<file path="src/inc/ubg_pkg.sv">
// Shared constants for the baud rate generator: register map, reset values, field layout.
// Assumes a 32-bit AXI4-Lite register bus and a single main clock.
package ubg_pkg;

  // Register indices; byte address is four times the index
  localparam logic [31:0] CTRL_INDEX = 32'hfffffa20;
  localparam logic [31:0] BCS_INDEX  = 32'hfffffa21;
  localparam logic [31:0] DIV_INDEX  = 32'hfffffa22;
  localparam logic [31:0] STAT_INDEX = 32'hfffffa23;
  localparam logic [31:0] CTRL_ADDR  = {CTRL_INDEX[29:0], 2'b00};
  localparam logic [31:0] BCS_ADDR   = {BCS_INDEX[29:0], 2'b00};
  localparam logic [31:0] DIV_ADDR   = {DIV_INDEX[29:0], 2'b00};
  localparam logic [31:0] STAT_ADDR  = {STAT_INDEX[29:0], 2'b00};

  // Reset values
  localparam logic [7:0] CTRL_RESET = 8'h00;
  localparam logic [7:0] BCS_RESET  = 8'h00;
  localparam logic [7:0] DIV_RESET  = 8'hff;

  // Divisor lower limit and source codes
  localparam logic [7:0] DIV_MIN      = 8'h04;
  localparam logic [3:0] CODE_INT_MAX = 4'ha;
  localparam logic [3:0] CODE_EXT     = 4'hb;

  // Control register bit positions
  localparam int PWR_BIT = 0;
  localparam int TXE_BIT = 1;
  localparam int RXE_BIT = 2;

  // Prescaler width: divide by up to 1,024
  localparam int PRESC_W = 10;

  // AXI responses
  localparam logic [1:0] RESP_OKAY   = 2'h0;
  localparam logic [1:0] RESP_SLVERR = 2'h2;
  localparam logic [1:0] RESP_DECERR = 2'h3;

  typedef enum logic [2:0] {
    SEL_CTRL,
    SEL_BCS,
    SEL_DIV,
    SEL_STAT,
    SEL_NONE
  } ubg_sel_e;

endpackage : ubg_pkg

</file>
<file path="src/ubg_div_counter.sv">
// One 8-bit divisor counter: base ticks in, serial tick and halved bit clock out.
// Assumes base ticks are one-cycle pulses on the main clock.
`timescale 1ns/1ps
module ubg_div_counter
  import ubg_pkg::*;
(
  input  wire logic       i_mclk,
  input  wire logic       i_reset,
  input  wire logic       i_run,
  input  wire logic       i_base_tick,
  input  wire logic [7:0] i_divisor,
  output logic            o_serial_tick,
  output logic            o_bit_clk,
  output logic            o_bit_tick
);

  logic [7:0] cnt_reg;
  logic       last;
  logic       wrap;

  // Compare with >= so a divisor shrunk mid-count still wraps
  assign last = (cnt_reg >= (i_divisor - 8'h01));
  assign wrap = i_run & i_base_tick & last;

  always_ff @(posedge i_mclk or posedge i_reset) begin
    if (i_reset) begin
      cnt_reg <= 8'h00;
    end else if (!i_run) begin
      cnt_reg <= 8'h00;
    end else if (i_base_tick) begin
      cnt_reg <= last ? 8'h00 : cnt_reg + 8'h01;
    end
  end

  always_ff @(posedge i_mclk or posedge i_reset) begin
    if (i_reset) begin
      o_serial_tick <= 1'b0;
      o_bit_clk     <= 1'b0;
      o_bit_tick    <= 1'b0;
    end else begin
      o_serial_tick <= wrap;
      o_bit_clk     <= i_run & (o_bit_clk ^ wrap);
      o_bit_tick    <= wrap & o_bit_clk;
    end
  end
endmodule : ubg_div_counter

</file>
<file path="src/ubg_top.sv">
// Baud rate generator for one serial channel with an AXI4-Lite register slave.
// Assumes all inputs synchronous to i_mclk; external baud clock well below i_mclk / 2.
`timescale 1ns/1ps
module ubg_top
  import ubg_pkg::*;
#(
  parameter bit IS_CHANNEL_ZERO = 1'b1
) (
  input  wire logic        i_mclk,
  input  wire logic        i_reset,
  input  wire logic        i_ext_baud_clk,
  input  wire logic        i_axi_awvalid,
  output logic             o_axi_awready,
  input  wire logic [31:0] i_axi_awaddr,
  input  wire logic        i_axi_wvalid,
  output logic             o_axi_wready,
  input  wire logic [31:0] i_axi_wdata,
  input  wire logic [3:0]  i_axi_wstrb,
  output logic             o_axi_bvalid,
  input  wire logic        i_axi_bready,
  output logic [1:0]       o_axi_bresp,
  input  wire logic        i_axi_arvalid,
  output logic             o_axi_arready,
  input  wire logic [31:0] i_axi_araddr,
  output logic             o_axi_rvalid,
  input  wire logic        i_axi_rready,
  output logic [31:0]      o_axi_rdata,
  output logic [1:0]       o_axi_rresp,
  output logic             o_tx_serial_tick,
  output logic             o_tx_bit_clk,
  output logic             o_tx_bit_tick,
  output logic             o_rx_serial_tick,
  output logic             o_rx_bit_clk,
  output logic             o_rx_bit_tick
);

  function automatic ubg_sel_e addr_sel(input logic [31:0] a);
    case (a)
      CTRL_ADDR: addr_sel = SEL_CTRL;
      BCS_ADDR:  addr_sel = SEL_BCS;
      DIV_ADDR:  addr_sel = SEL_DIV;
      STAT_ADDR: addr_sel = SEL_STAT;
      default:   addr_sel = SEL_NONE;
    endcase
  endfunction : addr_sel

  // Registers
  logic [7:0] ctrl_reg;
  logic [7:0] bcs_reg;
  logic [7:0] div_reg;
  logic       pwr;
  logic       txe;
  logic       rxe;
  logic [3:0] code;

  assign pwr  = ctrl_reg[PWR_BIT];
  assign txe  = ctrl_reg[TXE_BIT];
  assign rxe  = ctrl_reg[RXE_BIT];
  assign code = bcs_reg[3:0];

  // Write channel
  logic        aw_hold_reg;
  logic [31:0] aw_addr_reg;
  logic        w_hold_reg;
  logic [7:0]  w_data_reg;
  logic        w_strb_reg;
  logic        bvalid_reg;
  logic [1:0]  bresp_reg;
  logic        aw_take;
  logic        w_take;
  logic        aw_have;
  logic        w_have;
  logic        wr_fire;
  logic [31:0] wr_addr;
  logic [7:0]  wr_data;
  logic        wr_strb;
  ubg_sel_e    wr_sel;
  logic [1:0]  wr_resp;

  assign o_axi_awready = !aw_hold_reg && !bvalid_reg;
  assign o_axi_wready  = !w_hold_reg && !bvalid_reg;
  assign aw_take = i_axi_awvalid && o_axi_awready;
  assign w_take  = i_axi_wvalid && o_axi_wready;
  assign aw_have = aw_hold_reg || aw_take;
  assign w_have  = w_hold_reg || w_take;
  assign wr_fire = aw_have && w_have && !bvalid_reg;
  assign wr_addr = aw_hold_reg ? aw_addr_reg : i_axi_awaddr;
  assign wr_data = w_hold_reg ? w_data_reg : i_axi_wdata[7:0];
  assign wr_strb = w_hold_reg ? w_strb_reg : i_axi_wstrb[0];
  assign wr_sel  = addr_sel(wr_addr);

  always_comb begin
    case (wr_sel)
      SEL_NONE: wr_resp = RESP_DECERR;
      SEL_DIV:  wr_resp = (wr_strb && wr_data < DIV_MIN) ? RESP_SLVERR : RESP_OKAY;
      default:  wr_resp = RESP_OKAY;
    endcase
  end

  always_ff @(posedge i_mclk or posedge i_reset) begin
    if (i_reset) begin
      aw_hold_reg <= 1'b0;
      aw_addr_reg <= 32'h0000_0000;
    end else if (wr_fire) begin
      aw_hold_reg <= 1'b0;
    end else if (aw_take) begin
      aw_hold_reg <= 1'b1;
      aw_addr_reg <= i_axi_awaddr;
    end
  end

  always_ff @(posedge i_mclk or posedge i_reset) begin
    if (i_reset) begin
      w_hold_reg <= 1'b0;
      w_data_reg <= 8'h00;
      w_strb_reg <= 1'b0;
    end else if (wr_fire) begin
      w_hold_reg <= 1'b0;
    end else if (w_take) begin
      w_hold_reg <= 1'b1;
      w_data_reg <= i_axi_wdata[7:0];
      w_strb_reg <= i_axi_wstrb[0];
    end
  end

  always_ff @(posedge i_mclk or posedge i_reset) begin
    if (i_reset) begin
      bvalid_reg <= 1'b0;
      bresp_reg  <= RESP_OKAY;
    end else if (wr_fire) begin
      bvalid_reg <= 1'b1;
      bresp_reg  <= wr_resp;
    end else if (i_axi_bready) begin
      bvalid_reg <= 1'b0;
    end
  end

  assign o_axi_bvalid = bvalid_reg;
  assign o_axi_bresp  = bresp_reg;

  // Register updates; sequencing of power and enables is left to software
  always_ff @(posedge i_mclk or posedge i_reset) begin
    if (i_reset) begin
      ctrl_reg <= CTRL_RESET;
    end else if (wr_fire && wr_strb && wr_sel == SEL_CTRL) begin
      ctrl_reg <= {5'h00, wr_data[2:0]};
    end
  end

  always_ff @(posedge i_mclk or posedge i_reset) begin
    if (i_reset) begin
      bcs_reg <= BCS_RESET;
    end else if (wr_fire && wr_strb && wr_sel == SEL_BCS) begin
      bcs_reg <= {4'h0, wr_data[3:0]};
    end
  end

  always_ff @(posedge i_mclk or posedge i_reset) begin
    if (i_reset) begin
      div_reg <= DIV_RESET;
    end else if (wr_fire && wr_strb && wr_sel == SEL_DIV && wr_data >= DIV_MIN) begin
      div_reg <= wr_data;
    end
  end

  // Base clock selection
  logic [PRESC_W-1:0] presc_reg;
  logic               ext_q_reg;
  logic               ext_rise;
  logic [PRESC_W-1:0] presc_mask;
  logic               base_tick;
  logic               ext_ok;

  always_ff @(posedge i_mclk or posedge i_reset) begin
    if (i_reset) begin
      presc_reg <= '0;
    end else if (!pwr) begin
      presc_reg <= '0;
    end else begin
      presc_reg <= presc_reg + 10'h001;
    end
  end

  always_ff @(posedge i_mclk or posedge i_reset) begin
    if (i_reset) begin
      ext_q_reg <= 1'b0;
    end else begin
      ext_q_reg <= i_ext_baud_clk;
    end
  end

  assign ext_rise   = i_ext_baud_clk && !ext_q_reg;
  assign ext_ok     = IS_CHANNEL_ZERO && code == CODE_EXT;
  assign presc_mask = PRESC_W'((11'h001 << code) - 11'h001);

  always_comb begin
    if (!pwr) begin
      base_tick = 1'b0;
    end else if (code <= CODE_INT_MAX) begin
      base_tick = (presc_reg & presc_mask) == presc_mask;
    end else if (ext_ok) begin
      base_tick = ext_rise;
    end else begin
      base_tick = 1'b0;
    end
  end

  // Transmit (0) and receive (1) counters
  logic [1:0] run;
  logic [1:0] serial_tick;
  logic [1:0] bit_clk;
  logic [1:0] bit_tick;

  assign run[0] = pwr && txe;
  assign run[1] = pwr && rxe;

  for (genvar g = 0; g < 2; g++) begin : g_path
    ubg_div_counter u_cnt (
      .i_mclk        (i_mclk),
      .i_reset       (i_reset),
      .i_run         (run[g]),
      .i_base_tick   (base_tick),
      .i_divisor     (div_reg),
      .o_serial_tick (serial_tick[g]),
      .o_bit_clk     (bit_clk[g]),
      .o_bit_tick    (bit_tick[g])
    );
  end

  assign o_tx_serial_tick = serial_tick[0];
  assign o_tx_bit_clk     = bit_clk[0];
  assign o_tx_bit_tick    = bit_tick[0];
  assign o_rx_serial_tick = serial_tick[1];
  assign o_rx_bit_clk     = bit_clk[1];
  assign o_rx_bit_tick    = bit_tick[1];

  // Read channel
  logic        rvalid_reg;
  logic [31:0] rdata_reg;
  logic [1:0]  rresp_reg;
  logic [7:0]  rd_byte;
  ubg_sel_e    rd_sel;

  assign o_axi_arready = !rvalid_reg;
  assign rd_sel = addr_sel(i_axi_araddr);

  always_comb begin
    case (rd_sel)
      SEL_CTRL: rd_byte = ctrl_reg;
      SEL_BCS:  rd_byte = bcs_reg;
      SEL_DIV:  rd_byte = div_reg;
      SEL_STAT: rd_byte = {4'h0, ext_ok, bit_clk[1], bit_clk[0], pwr};
      default:  rd_byte = 8'h00;
    endcase
  end

  always_ff @(posedge i_mclk or posedge i_reset) begin
    if (i_reset) begin
      rvalid_reg <= 1'b0;
      rdata_reg  <= 32'h0000_0000;
      rresp_reg  <= RESP_OKAY;
    end else if (i_axi_arvalid && o_axi_arready) begin
      rvalid_reg <= 1'b1;
      rdata_reg  <= {24'h00_0000, rd_byte};
      rresp_reg  <= (rd_sel == SEL_NONE) ? RESP_DECERR : RESP_OKAY;
    end else if (i_axi_rready) begin
      rvalid_reg <= 1'b0;
    end
  end

  assign o_axi_rvalid = rvalid_reg;
  assign o_axi_rdata  = rdata_reg;
  assign o_axi_rresp  = rresp_reg;
endmodule : ubg_top

</file>
<file path="config.mk">
export PLATFORM = sky130hd
export DESIGN_NAME = ubg_top
export DESIGN_NICKNAME = d
export VERILOG_FILES = /design/src/inc/ubg_pkg.sv /design/src/ubg_div_counter.sv /design/src/ubg_top.sv
export SDC_FILE = /design/constraint.sdc
export NUM_CORES = 1
export LEC_CHECK = 0
export ABC_AREA = 0
export BUFFER_PORTS_ARGS = -buffer_cell sky130_fd_sc_hd__buf_2
export CAP_MARGIN = 10
export CORE_MARGIN = 2
export CORE_UTILIZATION = 57
export DETAILED_ROUTE_END_ITERATION = 7
export GPL_ROUTABILITY_DRIVEN = 0
export PLACE_DENSITY = 0.95
export SLEW_MARGIN = 40
export SYNTH_ARGS = -nofsm -noshare
export SYNTH_HDL_FRONTEND = slang
export SYNTH_SLANG_ARGS = --single-unit
</file>
<file path="constraint.sdc">
create_clock -name i_mclk -period 10.7 [get_ports i_mclk]
set_input_delay 2.14 -clock i_mclk [delete_from_list [all_inputs] [get_ports i_mclk]]
set_output_delay 2.14 -clock i_mclk [all_outputs]
set_load 0.05 [all_outputs]
</file>
-- Word level (Yosys, flattened, before mapping)
Cells that the tools add are included.
- bits in registers: 105
- input port bits: 108
- output and inout bits: 47
- word-level logic and storage cells: 123
- add/subtract/negate cells: 5
- $lt $le $gt $ge: 5
- eq/ne operators: 19
- shift-type cells: 1
- mux-type cells: 27
- bitwise gates (word level): 12
- reduce and logical (&&, ||, !) cells: 31
- operators by type and width (operator ; count):
    == test 32 bit, second input constant ; 8
    two-way mux 8 bit ; 7
    two-way mux 32 bit ; 1
    one-hot mux 8 bit (4 select lines) ; 1
    one-hot mux 3 bit (4 select lines) ; 2
    adder 8 x 1 -> 8 bit, second input constant ; 2
    >= comparator 8 bit ; 2
    logical AND 1 bit ; 16
    two-way mux 1 bit ; 12
    adder 10 x 1 -> 10 bit, second input constant ; 1
    AND 10 bit ; 1
    == test 10 bit ; 1
    two-way mux 10 bit ; 1
    << shifter 1 x 4 -> 10 bit, first input constant ; 1
    subtractor 10 x 1 -> 10 bit, second input constant ; 1
    == test 3 x 2 -> 1 bit, second input constant ; 3
    AND 1 bit ; 8
    >= comparator 8 x 3 -> 1 bit, second input constant ; 1
    less-than comparator 8 x 3 -> 1 bit, second input constant ; 1
    nonzero test 2 bit ; 4
    subtractor 8 x 1 -> 8 bit, second input constant ; 1
    == test 3 x 1 -> 1 bit, second input constant ; 2
    == test 3 bit, second input constant ; 2
    logical NOT 3 bit ; 2
    10 further kinds ; 19

-- Logic depth before layout (Yosys ltp)
- word-level depth: 10
- gate-level depth with buffers: 14
- depth with buffers taken out: 12

-- Modules after synthesis
From an unflattened synthesis, not the netlist that was laid out.
- cells, all modules: 552
- area total of the unflattened synthesis: 5973.2 um2
- by module, submodules not included (module ; instances ; cells an instance ; area an instance (um2)):
    ubg_top ; 1 ; 368 ; 4246.6
    ubg_div_counter ; 2 ; 92 ; 863.3

-- Least setup slack after synthesis
No wires, ideal clock.
- path type: input to register
- start point: in i_axi_awaddr[30]
- end point: reg div_reg[0]
- arrival: 3816 ps
- setup slack: 6802 ps
- cell stages on the path: 8
- path through: nand4_1 > or4_1 > o22a_1 > nor3_2 > nand2_1 > or2_1 > buf_2 > mux2_2
- longest elaborated chain between the ends: 6
- RTL lines (element ; line ; text):
    start: declaration ; ubg_top.sv:14 ; input wire logic [31:0] i_axi_awaddr,
    two-way mux 32 bit (*) ; ubg_top.sv:87 ; assign wr_addr = aw_hold_reg ? aw_addr_reg : i_axi_awaddr;
    == test 32 bit ; ubg_top.sv:38 ; case (a)
    one-hot mux 3 bit (4 select lines) (*) ; ubg_top.sv:38 ;
    == test 3 x 2 -> 1 bit (*) ; ubg_top.sv:161 ; end else if (wr_fire && wr_strb && wr_sel == SEL_DIV && wr_data >= DIV_MIN) begin
    logical AND 1 bit (*) (2 in series) ; ubg_top.sv:161 ;
    end signal: assignment ; ubg_top.sv:162 ; div_reg <= wr_data;
    end: declaration ; ubg_top.sv:50 ; logic [7:0] div_reg;
Mark *: on every way between the ends. The rest lies on a longest branch, timed or not.
A chain may end at the register's enable or synchronous reset.

-- Final worst setup path
- start point: in i_axi_awaddr[26]
- end point: reg div_reg[0]
The elaborated chain is that of the path after synthesis.

==> results.txt <==
Final Hold Violating Endpoints: 0
WP buf/inv: 1
First-pass GRT wire length: 19810 um
Cell family with most CP delay: simple AND/OR/NAND/NOR gates
Internal Power: 0.7299 mW
Routed WL: 12360 um
I/O pin cnt: 155
Width of the die: 103.1 um
Congestion Overflow GR: 0
WS Path Type: input port to flip-flop
Syn_area_per_cell: 10.87 um^2
Die Ht: 103.1 um
GRT Overall Usage: 24.28%
Req. time, crit path: 11.00 ns
# hold bufs at CTS: 0
Gate power share: 27.3%
CP startpoint kind: input port
Period minus WS final: 3.880 ns
Synth warn: 0
Detailed placement HPWL: 9368 um
Critical Path, Cell by Cell: buf_2, nand4_1, or4_1, o22a_1, nor3_2, nand2_1, or2_1, mux2_2
Outcome: finished, final reports clean
Detail Route Antenna Nets: 0
Port bufs: 103
Fillers: 726
Inserted Clock Buffers: 9
Pre-antenna DRT Iters: 7
Switching pwr: 0.3785 mW
CTS tree: yes
Final setup viols: 0
CTS Sinks: 104
Clk slew on worst S/H paths: 0.09 ns
Seq pwr share: 51.4%
First DRT Iteration DRCs: 222
Max Slew Vio Count: 0
H-tree Lvls: 3
Maximum achievable frequency: 0.2577 GHz
Commonest register cell after synthesis: dfrtp_1
Total Die Area: 10630 um^2
Ys async rst share: 100.0%
Clock Power Share: 21.3%
HP Start: o_axi_rdata[3]$_DFFE_PP0P_
Register area share after synthesis: 46.65%
Slew at the pin closest to its max-slew limit: 0.7936 ns
Mapped Area: 5600 um^2
PD cells: 176.4 nW/um^2
Arr. time, crit path: 4.18 ns
Register-to-register setup slack: 7.16 ns
Syn Inst Count: 515
Clk_lat worst skew: 0.38 ns
Ant diodes: 0
Ratio of cells with drive above 1 in the final layout: 31.71%
Setup Buffers After CTS: 0
Slew headroom: 47.09%
CTS Buffer Depth: 2
Post-cts gate resize count: 0
Maximum net fanout on the critical path: 8
#FFs+latches synth: 104
Maxcap violations: 0
Pin count of the biggest net entering global routing: 72
Vias/cell: 5.818
Worst-case hold path end point: o_axi_rdata[3]$_DFFE_PP0P_
Period utilization: 36.26%
Clock skew: 0.01276 ns
Critical path's largest stage delay: 0.53 ns
Via count: 4352
Initial Util: 58.10%
EDFF count, synth: 0
Worst Setup End Kind: flip-flop
CTS root buf: clkbuf_8
Hold depth: 2
Cell variety after synth: 53
WL/cell: 16.52 um
Residual DRC: 0
Area Overhead vs Synth: 12.22%
Largest register FFs: 32
RSZ-0062 raised after global routing: false
R2R Path Start: bcs_reg[1]$_DFFE_PP0P_
Nets: 741
Tot Pwr: 1.108 mW
Hold Path Class: flip-flop to flip-flop
Leak: 3.077 nW
Sw frac: 34.15%
Final setup TNS: 0 ns
R2r worst-path depth: 11
VDD IR max: 0.0001823 V
Initial antenna violation count: 1
Vias in the first global route: 4294
FP Rows: 36
Core area: 9639 um^2
Reg-to-reg endpoint: g_path[1].u_cnt.o_bit_clk$_DFF_PP0_
Slowest library cell on the worst path: or4_1
worst max-delay path by stage:
stage                          start                    endpoint  slack [ns]  depth (start not counted)
finish              i_axi_awaddr[26]      div_reg[0]$_DFFE_PP1P_        6.82                          8
global route        i_axi_awaddr[27]      div_reg[3]$_DFFE_PP1P_        6.72                          8
CTS                 i_axi_awaddr[26]      div_reg[0]$_DFFE_PP1P_        6.83                          8
detailed placement  i_axi_awaddr[26]      div_reg[0]$_DFFE_PP1P_        6.43                          8
global placement    i_axi_awaddr[27]      div_reg[1]$_DFFE_PP1P_        6.48                          8
floorplan                    i_reset  aw_addr_reg[0]$_DFFE_PP0P_        5.84                          1
cell usage in the layout, fill, tap and decap left out, types with 5 or more instances in the layout:
cell type / instances
and3_1: 8
a211oi_1: 13
nor2_1: 30
mux2i_1: 8
a22o_1: 7
nand3_1: 20
dfstp_2: 8
or3_1: 5
buf_2: 103
o21ai_0: 19
conb_1: 24
a21o_1: 14
clkbuf_8: 10
nor3b_1: 5
nand2b_1: 7
dfrtp_1: 96
mux2_2: 57
nand2_1: 29
xor2_1: 6
a21oi_1: 12
inv_1: 17
nand4_1: 15
xnor2_1: 8
nor3_1: 11
ha_1: 23
or2_2: 5
or4_1: 5
routing by layer:
layer	GRT usage, %	vias up	wire (um)
met3	6.576	29	1036
met2	42.41	211	6120
met4	8.300	2	299
li1	-	2019	-
met1	29.03	2091	4888
met5	0	-	13
cell families (layout without fill, tap and decap cells):
group / count (synthesis) / count (layout) / synth area share [%]
mux: 67 / 67 / 13.70
simple gates: 158 / 158 / 15.37
flops: 104 / 104 / 46.65
compound gates: 86 / 86 / 10.43
xor+xnor: 14 / 14 / 2.189
buf+inv: 62 / 139 / 6.456
other cells: 1 / 24 / 0.06696
fa+ha+maj: 23 / 23 / 5.139
per-stage QoR:
stage	instances	util (%)	hold WS (ns)	worst slack [ns]	instance area (um^2)
2_1_floorplan	538	-	0.4597	5.841	5687
3_3_place_gp	732	63.20	0.4562	6.484	6092
3_5_place_dp	732	63.20	0.4817	6.433	6092
4_1_cts	748	65.16	0.5040	6.828	6281
5_1_grt	748	65.20	0.5295	6.720	6285
6_report	748	65.20	0.4992	6.820	6285
power by group through the flow:
stage	clock network, mW	logic (mW)	registers (mW)
2_1_floorplan	0	0.248	0.555
3_3_place_gp	0	0.285	0.566
3_5_place_dp	0	0.303	0.576
4_1_cts	0.237	0.304	0.569
5_1_grt	0.255	0.330	0.584
6_report	0.236	0.303	0.570
synthesized netlist by cell type, types with 4 or more instances:
master / count / area share (%)
a211oi_1: 13 / 1.7
a21o_1: 14 / 1.9
a21oi_1: 12 / 1.1
a22o_1: 7 / 1.1
and3_1: 8 / 0.89
buf_4: 25 / 3.4
buf_6: 4 / 0.80
clkbuf_1: 9 / 0.60
dfrtp_1: 96 / 43
dfstp_2: 8 / 3.8
ha_1: 23 / 5.1
inv_1: 18 / 1.2
mux2_2: 57 / 11
mux2i_1: 8 / 1.4
nand2_1: 29 / 1.9
nand2b_1: 7 / 0.78
nand3_1: 20 / 1.8
nand4_1: 15 / 1.7
nor2_1: 30 / 2.0
nor3_1: 11 / 0.98
nor3b_1: 5 / 0.67
nor4bb_1: 4 / 0.71
o21ai_0: 19 / 1.7
or2_2: 5 / 0.56
or3_1: 5 / 0.56
or4_1: 5 / 0.67
xnor2_1: 8 / 1.3
xor2_1: 6 / 0.94
worst register-to-register path, stage by stage (launching register included):
cell and delay [ns]:
dfrtp_1 0.64, nor2_1 0.13, nand3_1 0.11, ha_1 0.28, nor3_1 0.12, nor4bb_1 0.17, or4_1 0.42, a211o_1 0.25
o31a_1 0.50, nor3b_1 0.39, ha_1 0.28, and3_1 0.16
final cells by class:
cell class              instances  area [um^2]  area share, %
multi-input cells             372         2713          43.16
flip-flops and latches        104         2613          41.57
repair buffers                105        534.3          8.501
well taps                     133        166.4          2.648
clock buffers                  10        137.6          2.190
inverters                      18        70.07          1.115
clock inverters                 6        51.30         0.8162
No activity file was read; power rests on OpenSTA's default activity.
